### config.mk
export PLATFORM = sky130hd
export DESIGN_NAME = gps_power_seq
export DESIGN_NICKNAME = d
export VERILOG_FILES = /design/src/rtl/gps_pkg.sv /design/src/rtl/gps_pulse_timer.sv /design/src/rtl/gps_power_seq.sv
export VERILOG_INCLUDE_DIRS = /design/src /design/src/rtl
export SDC_FILE = /design/constraint.sdc
export NUM_CORES = 1
export LEC_CHECK = 0
export CORE_MARGIN = 2
export CORE_UTILIZATION = 66
export DETAILED_ROUTE_END_ITERATION = 6
export DONT_BUFFER_PORTS = 1
export PLACE_DENSITY = 0.9
export RECOVER_POWER = 100
export SYNTH_ARGS = -nofsm -noshare
export SYNTH_HDL_FRONTEND = slang
export SYNTH_SLANG_ARGS = --single-unit
### constraint.sdc
create_clock -name clk -period 75 [get_ports clk]
set_clock_uncertainty 0.15 [all_clocks]
set_input_delay 3.75 -clock clk [delete_from_list [all_inputs] [get_ports clk]]
set_output_delay 3.75 -clock clk [all_outputs]
set_load 0.05 [all_outputs]
### src/rtl/gps_map.svh
`ifndef GPS_MAP_SVH
`define GPS_MAP_SVH
// Timing figures in their own units
`define GPS_CLK_HZ 10000000
`define GPS_CLK_NS 100
`define GPS_TOGGLE_MS 200
`define GPS_SHUTDOWN_MS 1000
`define GPS_HIB_DELAY_MS 10
`define GPS_UTC_DELAY_MS 300
`define GPS_PPS_MIN_NS 620
`define GPS_PPS_MAX_NS 710
`define GPS_PPS_WIDTH_MS 100
`define GPS_PTF_PERIOD_S 7200
`define GPS_FIX_MS 50
// Derived cycle counts; least times round up, longest round down
`define GPS_CYC_PER_MS (`GPS_CLK_HZ / 1000)
`define GPS_TOGGLE_CYC (`GPS_TOGGLE_MS * `GPS_CYC_PER_MS)
`define GPS_TOGGLE_MIN_CYC (`GPS_TOGGLE_CYC / 2)
`define GPS_SHUTDOWN_CYC (`GPS_SHUTDOWN_MS * `GPS_CYC_PER_MS)
`define GPS_HIB_DELAY_CYC (`GPS_HIB_DELAY_MS * `GPS_CYC_PER_MS)
`define GPS_UTC_DELAY_CYC (`GPS_UTC_DELAY_MS * `GPS_CYC_PER_MS)
`define GPS_PPS_DELAY_CYC ((`GPS_PPS_MIN_NS + `GPS_CLK_NS - 1) / `GPS_CLK_NS)
`define GPS_PPS_WIDTH_CYC (`GPS_PPS_WIDTH_MS * `GPS_CYC_PER_MS)
`define GPS_SECOND_CYC `GPS_CLK_HZ
`define GPS_PTF_PERIOD_SEC `GPS_PTF_PERIOD_S
`define GPS_FIX_CYC (`GPS_FIX_MS * `GPS_CYC_PER_MS)
// Rate selector field values
`define GPS_SEL_5HZ 4'h6
`define GPS_SEL_1HZ 4'h7
`endif

### src/rtl/gps_pkg.sv
package gps_pkg;
  typedef enum logic [6:0] {
    GPS_OFF = 7'h01,
    GPS_FULL = 7'h02,
    GPS_SHUT = 7'h04,
    GPS_HIB_WAIT = 7'h08,
    GPS_HIB = 7'h10,
    GPS_AWARE = 7'h20,
    GPS_PTF = 7'h40
  } gps_state_t;

  // Host commands decoded from the message streams
  typedef struct packed {
    logic shutdown;
    logic enter_aware;
    logic enter_ptf;
    logic rate_valid;
    logic [3:0] rate_sel;
  } gps_cmd_t;

  typedef struct packed {
    logic second_pulse_output;
    logic utc_msg_strobe;
    logic nav_strobe;
    logic fast_rate;
  } gps_time_t;
endpackage

### src/rtl/gps_pulse_timer.sv
`timescale 1ns/1ns
// Measures a high pulse on a synchronised input; pulses once on its fall if its length lies within MIN_CYC+1..MAX_CYC+1 cycles
module gps_pulse_timer #(
  parameter int MIN_CYC = 1000000,
  parameter int MAX_CYC = 4000000
) (
  // Clock and reset
  input wire logic clk,
  input wire logic reset_n,
  // Pin and result
  input wire logic pin_async,
  output logic pulse_ok
);
  logic s1_q, s2_q, s3_q;
  logic level_q, level_d;
  logic [31:0] cnt_q, cnt_d;
  logic ok_d;

  always_comb
  begin
    level_d = level_q;
    cnt_d = cnt_q;
    ok_d = 1'b0;
    // Change counts once second and third stage agree
    if (s2_q == s3_q)
    begin
      level_d = s3_q;
    end
    if (level_q)
    begin
      if (cnt_q != 32'hffffffff)
      begin
        cnt_d = cnt_q + 32'h1;
      end
    end
    else
    begin
      cnt_d = 32'h0;
    end
    if (level_q && !level_d)
    begin
      ok_d = (cnt_q >= 32'(MIN_CYC)) && (cnt_q <= 32'(MAX_CYC));
    end
  end

  always_ff @(posedge clk or negedge reset_n)
  begin
    if (!reset_n)
    begin
      s1_q <= 1'b0;
      s2_q <= 1'b0;
      s3_q <= 1'b0;
      level_q <= 1'b0;
      cnt_q <= 32'h0;
      pulse_ok <= 1'b0;
    end
    else
    begin
      s1_q <= pin_async;
      s2_q <= s1_q;
      s3_q <= s2_q;
      level_q <= level_d;
      cnt_q <= cnt_d;
      pulse_ok <= ok_d;
    end
  end
endmodule

### src/rtl/gps_power_seq.sv
`timescale 1ns/1ns
`include "gps_map.svh"
// Function
// - Full power shuts down on a 200 ms toggle or shutdown message.
// - Shutdown completes within one second; host keeps supply meanwhile.
// - Aware mode exits and requests a fix on a 200 ms toggle.
// - Push-to-fix sleeps up to two hours, waking periodically to refresh.
// - Push-to-fix computes an extra fix on a 200 ms toggle.
// - Hibernate follows a short delay after the shutdown phase started by command or toggle.
// - A 200 ms toggle wakes the module from hibernate.
// - Second pulse comes 620 to 710 ns after each system second in full power with time locked.
// - UTC messages follow the second pulse by about 300 ms.
// - Navigation rate defaults to 1 Hz; 5 Hz selectable by command.
// - Rate selector value 6 enables 5 Hz, value 7 returns to 1 Hz.
module gps_power_seq
  import gps_pkg::*;
#(
  parameter int TOGGLE_MIN_CYC = `GPS_TOGGLE_MIN_CYC,
  parameter int TOGGLE_MAX_CYC = 2 * `GPS_TOGGLE_CYC,
  parameter int SHUTDOWN_CYC = `GPS_SHUTDOWN_CYC,
  parameter int HIB_DELAY_CYC = `GPS_HIB_DELAY_CYC,
  parameter int SECOND_CYC = `GPS_SECOND_CYC,
  parameter int UTC_DELAY_CYC = `GPS_UTC_DELAY_CYC,
  parameter int PPS_WIDTH_CYC = `GPS_PPS_WIDTH_CYC,
  parameter int PTF_PERIOD_SEC = `GPS_PTF_PERIOD_SEC,
  parameter int FIX_CYC = `GPS_FIX_CYC
) (
  // Clock and reset
  input wire logic clk,
  input wire logic reset_n,
  // Power toggle pin from host
  input wire logic power_toggle,
  // Decoded host messages, one-cycle strobes
  input wire gps_pkg::gps_cmd_t cmd,
  input wire logic cmd_valid,
  // Satellite time valid
  input wire logic time_locked,
  // Power and status
  output logic wake_indicator_output,
  output logic core_power_on,
  output logic rtc_sram_retain,
  output logic shutdown_done,
  output logic fix_request,
  // Timing
  output gps_pkg::gps_time_t timing
);
  import gps_pkg::*;

  logic toggle_ok;
  gps_state_t st_q, st_d;
  logic [31:0] tmr_q, tmr_d;
  logic [31:0] sec_q, sec_d;
  logic [31:0] ptf_q, ptf_d;
  logic [31:0] pps_q, pps_d;
  logic [31:0] fix_q, fix_d;
  logic [2:0] sub_q, sub_d;
  logic fast_q, fast_d;
  logic done_q, done_d;
  logic fixreq_q, fixreq_d;
  logic utc_q, utc_d;
  logic nav_q, nav_d;
  logic ppso_q, ppso_d;
  logic pps_arm_q, pps_arm_d;
  logic utc_arm_q, utc_arm_d;
  logic [31:0] utc_cnt_q, utc_cnt_d;
  logic sec_tick;

  gps_pulse_timer #(
    .MIN_CYC(TOGGLE_MIN_CYC),
    .MAX_CYC(TOGGLE_MAX_CYC)
  ) u_toggle (
    .clk(clk),
    .reset_n(reset_n),
    .pin_async(power_toggle),
    .pulse_ok(toggle_ok)
  );

  assign sec_tick = (sec_q == 32'(SECOND_CYC - 1));

  // Power state machine
  always_comb
  begin
    st_d = st_q;
    tmr_d = tmr_q;
    ptf_d = ptf_q;
    fix_d = fix_q;
    done_d = done_q;
    fixreq_d = 1'b0;
    case (st_q)
      GPS_OFF:
      begin
        // Waiting for the host start pulse
        if (toggle_ok)
        begin
          st_d = GPS_FULL;
          done_d = 1'b0;
        end
      end
      GPS_FULL:
      begin
        if (toggle_ok || (cmd_valid && cmd.shutdown))
        begin
          st_d = GPS_SHUT;
          tmr_d = 32'h0;
        end
        else if (cmd_valid && cmd.enter_aware)
        begin
          st_d = GPS_AWARE;
        end
        else if (cmd_valid && cmd.enter_ptf)
        begin
          st_d = GPS_PTF;
          ptf_d = 32'h0;
          fix_d = 32'h0;
        end
      end
      GPS_SHUT:
      begin
        // Orderly shutdown, bounded by one second
        tmr_d = tmr_q + 32'h1;
        if (tmr_q >= 32'(SHUTDOWN_CYC - HIB_DELAY_CYC - 1))
        begin
          st_d = GPS_HIB_WAIT;
          tmr_d = 32'h0;
        end
      end
      GPS_HIB_WAIT:
      begin
        // Short settle before hibernate
        tmr_d = tmr_q + 32'h1;
        if (tmr_q >= 32'(HIB_DELAY_CYC - 1))
        begin
          st_d = GPS_HIB;
          done_d = 1'b1;
        end
      end
      GPS_HIB:
      begin
        if (toggle_ok)
        begin
          st_d = GPS_FULL;
          done_d = 1'b0;
        end
      end
      GPS_AWARE:
      begin
        if (toggle_ok)
        begin
          st_d = GPS_FULL;
          fixreq_d = 1'b1;
        end
      end
      GPS_PTF:
      begin
        // Sleep with periodic refresh wakeups
        if (fix_q != 32'h0)
        begin
          fix_d = fix_q - 32'h1;
        end
        if (sec_tick)
        begin
          ptf_d = ptf_q + 32'h1;
        end
        if (toggle_ok)
        begin
          fixreq_d = 1'b1;
          fix_d = 32'(FIX_CYC);
        end
        else if (sec_tick && (ptf_q >= 32'(PTF_PERIOD_SEC - 1)))
        begin
          fixreq_d = 1'b1;
          ptf_d = 32'h0;
          fix_d = 32'(FIX_CYC);
        end
        if (cmd_valid && cmd.shutdown)
        begin
          st_d = GPS_SHUT;
          tmr_d = 32'h0;
        end
      end
      default:
      begin
        st_d = GPS_OFF;
      end
    endcase
  end

  always_ff @(posedge clk or negedge reset_n)
  begin
    if (!reset_n)
    begin
      st_q <= GPS_OFF;
      tmr_q <= 32'h0;
      ptf_q <= 32'h0;
      fix_q <= 32'h0;
      done_q <= 1'b0;
      fixreq_q <= 1'b0;
    end
    else
    begin
      st_q <= st_d;
      tmr_q <= tmr_d;
      ptf_q <= ptf_d;
      fix_q <= fix_d;
      done_q <= done_d;
      fixreq_q <= fixreq_d;
    end
  end

  // Second timebase, second pulse, UTC and navigation strobes
  always_comb
  begin
    sec_d = sec_tick ? 32'h0 : sec_q + 32'h1;
    sub_d = sub_q;
    fast_d = fast_q;
    pps_d = pps_q;
    pps_arm_d = pps_arm_q;
    ppso_d = ppso_q;
    utc_arm_d = utc_arm_q;
    utc_cnt_d = utc_cnt_q;
    utc_d = 1'b0;
    nav_d = 1'b0;
    if (cmd_valid && cmd.rate_valid)
    begin
      if (cmd.rate_sel == `GPS_SEL_5HZ)
      begin
        fast_d = 1'b1;
      end
      else if (cmd.rate_sel == `GPS_SEL_1HZ)
      begin
        fast_d = 1'b0;
      end
    end
    if (st_q == GPS_OFF || st_q == GPS_HIB)
    begin
      fast_d = 1'b0; // Restart returns to 1 Hz
    end
    // Five equal sub-second slots when fast
    if (sec_tick)
    begin
      sub_d = 3'h0;
    end
    else if (sec_q == 32'(((32'(sub_q) + 32'h1) * 32'(SECOND_CYC)) / 5) - 32'h1 && sub_q != 3'h4)
    begin
      sub_d = sub_q + 3'h1;
      if (fast_q && st_q == GPS_FULL)
      begin
        nav_d = 1'b1;
      end
    end
    if (sec_tick && st_q == GPS_FULL)
    begin
      nav_d = 1'b1;
    end
    // Pulse 700 ns after second boundary, inside 620..710 ns
    if (sec_tick && time_locked && st_q == GPS_FULL)
    begin
      pps_arm_d = 1'b1;
      pps_d = 32'h0;
    end
    else if (pps_arm_q)
    begin
      pps_d = pps_q + 32'h1;
      if (pps_q == 32'(`GPS_PPS_DELAY_CYC) - 32'h1)
      begin
        ppso_d = 1'b1;
        utc_arm_d = 1'b1;
        utc_cnt_d = 32'h0;
      end
      if (pps_q == 32'(`GPS_PPS_DELAY_CYC + PPS_WIDTH_CYC) - 32'h1)
      begin
        ppso_d = 1'b0;
        pps_arm_d = 1'b0;
      end
    end
    if (utc_arm_q)
    begin
      utc_cnt_d = utc_cnt_q + 32'h1;
      if (utc_cnt_q == 32'(UTC_DELAY_CYC - 1))
      begin
        utc_d = 1'b1;
        utc_arm_d = 1'b0;
      end
    end
  end

  always_ff @(posedge clk or negedge reset_n)
  begin
    if (!reset_n)
    begin
      sec_q <= 32'h0;
      sub_q <= 3'h0;
      fast_q <= 1'b0;
      pps_q <= 32'h0;
      pps_arm_q <= 1'b0;
      ppso_q <= 1'b0;
      utc_arm_q <= 1'b0;
      utc_cnt_q <= 32'h0;
      utc_q <= 1'b0;
      nav_q <= 1'b0;
    end
    else
    begin
      sec_q <= sec_d;
      sub_q <= sub_d;
      fast_q <= fast_d;
      pps_q <= pps_d;
      pps_arm_q <= pps_arm_d;
      ppso_q <= ppso_d;
      utc_arm_q <= utc_arm_d;
      utc_cnt_q <= utc_cnt_d;
      utc_q <= utc_d;
      nav_q <= nav_d;
    end
  end

  // Registered outputs
  always_ff @(posedge clk or negedge reset_n)
  begin
    if (!reset_n)
    begin
      wake_indicator_output <= 1'b0;
      core_power_on <= 1'b0;
      rtc_sram_retain <= 1'b0;
      shutdown_done <= 1'b0;
      fix_request <= 1'b0;
      timing <= '0;
    end
    else
    begin
      // Wake rises once the core can accept the start pulse
      wake_indicator_output <= (st_q != GPS_HIB) && (st_q != GPS_OFF || sec_q > 32'h1);
      core_power_on <= (st_q == GPS_FULL) || (st_q == GPS_SHUT) || (fix_q != 32'h0);
      rtc_sram_retain <= 1'b1;
      shutdown_done <= done_q;
      fix_request <= fixreq_q;
      timing <= '{second_pulse_output: ppso_q, utc_msg_strobe: utc_q, nav_strobe: nav_q, fast_rate: fast_q};
    end
  end
endmodule

After elaboration in Yosys (flattened, before gate mapping)
Index checks and enable logic that the tools add are counted.
Storage, ports and cells
  output and inout bits: 9
  logic and storage cells: 185
  register bits: 256
  input port bits: 13
Cells by class
  muxes and demuxes: 63
  add/subtract/negate cells: 10
  multiply operators: 1
  div/mod/pow operators: 1
  reductions and logical operators: 40
  bitwise logic cells: 1
  eq/ne operators: 32
  order comparisons: 6
Operators with widths (number)
  $mux 32: 21
  $add 32x1->32 const B: 6
  $pmux 32 s2: 2
  $pmux 32 s4: 1
  $sub 32x1->32 const B: 2
  $mux 7: 7
  $pmux 7 s5: 1
  $div 32x3->32 const B: 1
  $eq 32x20->1 const B: 1
  $eq 32x22->1 const B: 1
  $eq 32x24->1 const B: 1
  $eq 32x3->1 const B: 1
  $eq 32x32->1: 1
  $ge 32x13->1 const B: 1
  $ge 32x17->1 const B: 1
  $ge 32x20->1 const B: 1
  $ge 32x24->1 const B: 1
  $gt 32x1->1 const B: 1
  $le 32x22->1 const B: 1
  $ne 32x32->1 const B: 1
  $reduce_bool 32->1: 1
  $mux 1: 27
  $mul 4x17->21 const B: 1
  $ne 2x2->1 const B: 9
  other kinds (32): 63

Longest topological paths before layout
  depth after elaboration: 9
  gate-level depth with buffers: 133
  gate-level depth less buffers: 114

By module
Synthesis repeated with hierarchy kept, for this count alone.
Unflattened totals
  cells, all modules: 3481
  area total of the unflattened synthesis: 26345.3 um^2
By module, submodules not included
  gps_power_seq: instances 1, seq. area each 5481.5 um^2, cells each 3262, area each 24307.1 um^2
  gps_pulse_timer: instances 1, seq. area each 925.9 um^2, cells each 219, area each 2038.2 um^2

Worst setup path before layout
OpenSTA, ideal clock, no wires.
  path kind: register -> register
  start point: register sub_q[0]
  end point: register sub_q[2]
  arrival time: 27626 ps
  clock period less this slack: 27854 ps
  data required time: 74773 ps
  library setup time: 77 ps
  buffers on the path: 13
  setup slack: 47146 ps
  cell stages (with the launch flop): 123
  cell sequence: dfrtp_1 > clkbuf_1 > inv_1 > ha_1 > ha_1 > inv_1 > fa_1 > inv_1 > ha_1 > buf_4 > and3_1 > a221oi_2 > xor2_2 > nand4b_1 > a2111oi_4 > a311oi_1 > o21ai_1 > a31oi_1 > (+87 left out) > ha_1 > nand3_1 > nor3_1 > nand3_1 > nor4_1 > nand3_1 > or3_1 > nor2_1 > nand2_1 > or2_2 > o21ai_0 > nand2_1 > o21ai_0 > nand3_1 > nor4_1 > o2111ai_1 > or4_1 > a21oi_1
Between the ends
  cells in the longest elaborated chain, start to end: 7
  elaborated cells on any way between the ends: 11
  classes of those cells: add/sub (3); mul (1); div (1); eq/ne (2); mux (2); reduce/logical (2)
Ends and longest elaborated chain
  from (decl): RTL line gps_power_seq.sv:56  | logic [2:0] sub_q, sub_d;
  from (signal assigned): RTL line gps_power_seq.sv:305  | sub_q <= sub_d;
  $add 3x1->4: RTL line gps_power_seq.sv:243  | else if (sec_q == 32'(((32'(sub_q) + 32'h1) * 32'(SECOND_CYC)) / 5) - 32'h1 && sub_q != 3'h4)
  $mul 4x17->21: RTL line gps_power_seq.sv:243
  $div 32x3->32: RTL line gps_power_seq.sv:243
  $sub 32x1->32: RTL line gps_power_seq.sv:243
  $eq 32x32->1: RTL line gps_power_seq.sv:243
  $logic_and 1x1->1: RTL line gps_power_seq.sv:243
  $reduce_bool 2->1 (no source line)
Parallel ways exist; a longest one is shown, timed or not. The select of a mux whose other input is x is not followed.
A chain may end at the register's enable or synchronous reset.

Worst setup path in the final report
Same ends and word-level chain as after synthesis.

==> reports/results.ini <==
[outcome]
outcome=complete, but fails checks
violations=capacitance limit, slew limit

[cts]
cts_tree=yes
postCtsSetupRepairBufs=0
htreeDepth=1
clk_path_buf_depth=3
clock_latency_ns=0.53
clockRootBuffer=clkbuf_16
ctsResizeCount=0
cts_sinks=256
cts_inserted_buffers=23
hold_buffers=0
path_clk_slew_ns=0.07

[timing]
setup_tns_ns=0
slew_headroom=-0.206
period_needed_ns=37.45
worst_pin_slew_ns=1.79
fin_ws_ns=37.55
slew_violations=10
setup_viol=0
grt_setup_unrepaired=false
fin_crit_sh=0.499
fmax_mhz=26.7
final_hold_viol_count=0

[final_layout]
syn2layout_area_growth_pct=3.55
final_area_um2=26400
num-nets-final=3269
diodes=0
fin_util=0.696
mostFrequentLayoutCells=nor2_1 (366), nand2_1 (327), dfrtp_1 (255), o21ai_0 (209), xnor2_1 (167)
layout_commonest_cell=nor2_1
final_layout_size_suffix_gt1_frac=0.0607
n_fill_cell=3002

[place]
post-place-ws_ns=40.69
io_buffers=0
dp_hpwl_um=56400
place_area_um2=25600
globalplace.congestion=1.00

[critical_path]
crit_path_max_incr_delay_ns=1.46
reg2reg_depth=112
crit_path_end=sub_q[2]
critPathMaxFanout=30
cp.arrival_ns=37.74
critPathLaunchType=flip-flop
crit-reg2reg-launch=sub_q[0]
required_ns=75.29
r2r_slack_ns=37.55
slowest_stage=nor4_1
critPathCaptureType=flip-flop
crit_path_start=sub_q[0]
crit_top_cell=ha_1
critPathKind=reg -> reg
r2r-end=sub_q[2]

[die]
start_util=0.673
die_h_um=200
io_pins=22
die_w_um=200
rows=71
coreArea_um2=37800
dieArea_um2=40200

[routing]
avgRoutedWirePerCell_um=20.7
routed_wirelength_um=77000
first_pass_iters=6
viasPerCell=7.13
ant_nets=0
drt_iter0_drc=3221
vias=26500
drc=0

[power]
power-per-cell-area_nw_per_um2=10.4
p_leak_nw=11.0
ir_drop_v=0.0000202

[global_route]
met2_usage=0.612
grt_use_total=0.372
overflow=0
met3_usage=0.0400
grt_pass1_wl_um=127000
grt_use_met1=0.501
first_global_vias=24800
grt_max_degree=257
antenna_found_initial=1
grt.busiest_layer=met2

[logic_synthesis]
synth-edff-count=0
yosys-top-cells-area=dfrtp_1 (25%), xnor2_1 (5.7%), nor2_1 (5.4%)
async_flop_share=1.00
yosys_register_bits=256
ys_warn_count=0
syn_inst=3283
synth_top_area_frac=0.251
synthesis.nets=3357
synth_flop_cell=dfrtp_1
ys_types=142
avgSynthCellArea_um2=7.75
synth_largest_area_cell=dfrtp_1
yosysSeqAreaShare=0.252
syn_area_um2=25500

[flow_run]
maxCapViolCount=1

[min_path]
hold_path.class=reg -> reg

## state kept, by name, indices dropped and copies added, names as in the netlist, 3 cells and up
name and cells:
timing 4, sec_q 32, sub_q 3, ptf_q 32, utc_cnt_q 32, tmr_q 32
st_q 7, u_toggle.cnt_q 32, pps_q 32, fix_q 32
## cells in the mapped netlist, types with 60 or more instances
cell type    n
nor2_1     366
dfrtp_1    255
nand3_1    165
nor3_1     111
and3_1      77
inv_1       80
xnor2_1    167
o21ai_0    209
xor2_1      91
clkbuf_1    64
ha_1        60
nand2_1    327
a21oi_1    152
nor4_1      73
and2_1      84
nand4_1     89
## per-layer routing
metal  vias to the layer above  share of wire
met3                       279          0.086
met4                         0          0.041
met1                     12700           0.41
met2                      1519           0.46
li1                      12100              -
met5                         -              0
## worst min-delay path by stage
stage | endpoint | slack, ns | start | cells past startpoint
floorplan | fix_request | 0.18 | fixreq_q | 0
global placement | u_toggle.s2_q | 0.19 | u_toggle.s1_q | 0
detailed placement | u_toggle.s2_q | 0.19 | u_toggle.s1_q | 0
CTS | u_toggle.s2_q | 0.20 | u_toggle.s1_q | 0
global route | u_toggle.s2_q | 0.21 | u_toggle.s1_q | 0
finish | u_toggle.s2_q | 0.20 | u_toggle.s1_q | 0
## per-stage QoR
stage | power (mW) | hold slack, ns | cells
finish | 0.273 | 0.204 | 3721
global route | 0.279 | 0.207 | 3721
CTS | 0.274 | 0.204 | 3721
detailed placement | 0.143 | 0.190 | 3681
global placement | 0.143 | 0.186 | 3681
floorplan | 0.143 | 0.181 | 3283
## layout make-up
class / instances / area (um^2) / area share
Multi-Input combinational cell: 2815 / 18100 / 0.685
Tap cell: 511 / 639 / 0.0243
Timing Repair Buffer: 11 / 75.1 / 0.00285
Sequential cell: 256 / 6410 / 0.243
Clock inverter: 10 / 208 / 0.00788
Inverter: 88 / 332 / 0.0126
Clock buffer: 30 / 632 / 0.0240
## worst max-delay path, delay by kind of cell (launching register included)
kind / cells / cell delay (ns)
AO/OA/AOI/OAI: 36 / 10.28
flip-flops: 1 / 0.35
XOR/XNOR: 2 / 0.62
multiplexers: 2 / 0.83
buffers and inverters: 9 / 1.49
AND/OR/NAND/NOR: 51 / 18.27
adder cells (fa/ha/maj): 12 / 5.29
## report_power, final
part | switching, mW | leakage (nW) | internal (mW)
registers | 0.000914 | 3.17 | 0.138
clock network | 0.0521 | 0.411 | 0.0802
logic | 0.000721 | 7.43 | 0.000649
total | 0.0538 | 11.0 | 0.219
## kinds of logic (layout without fill, tap and decap cells)
group / count (synthesis) / after routing / share of synthesized area
and+or+nand+nor: 1567 / 1567 / 0.322
xor gates and xnor gates: 263 / 263 / 0.0927
muxes: 45 / 45 / 0.0183
other: 1 / 1 / 0.000147
adders and majority gates: 63 / 63 / 0.0311
AOI/OAI and AO/OA: 876 / 876 / 0.246
buffers and inverters: 212 / 139 / 0.0378
DFF: 256 / 256 / 0.252
Note: power is estimated with default switching activity, not from simulation.
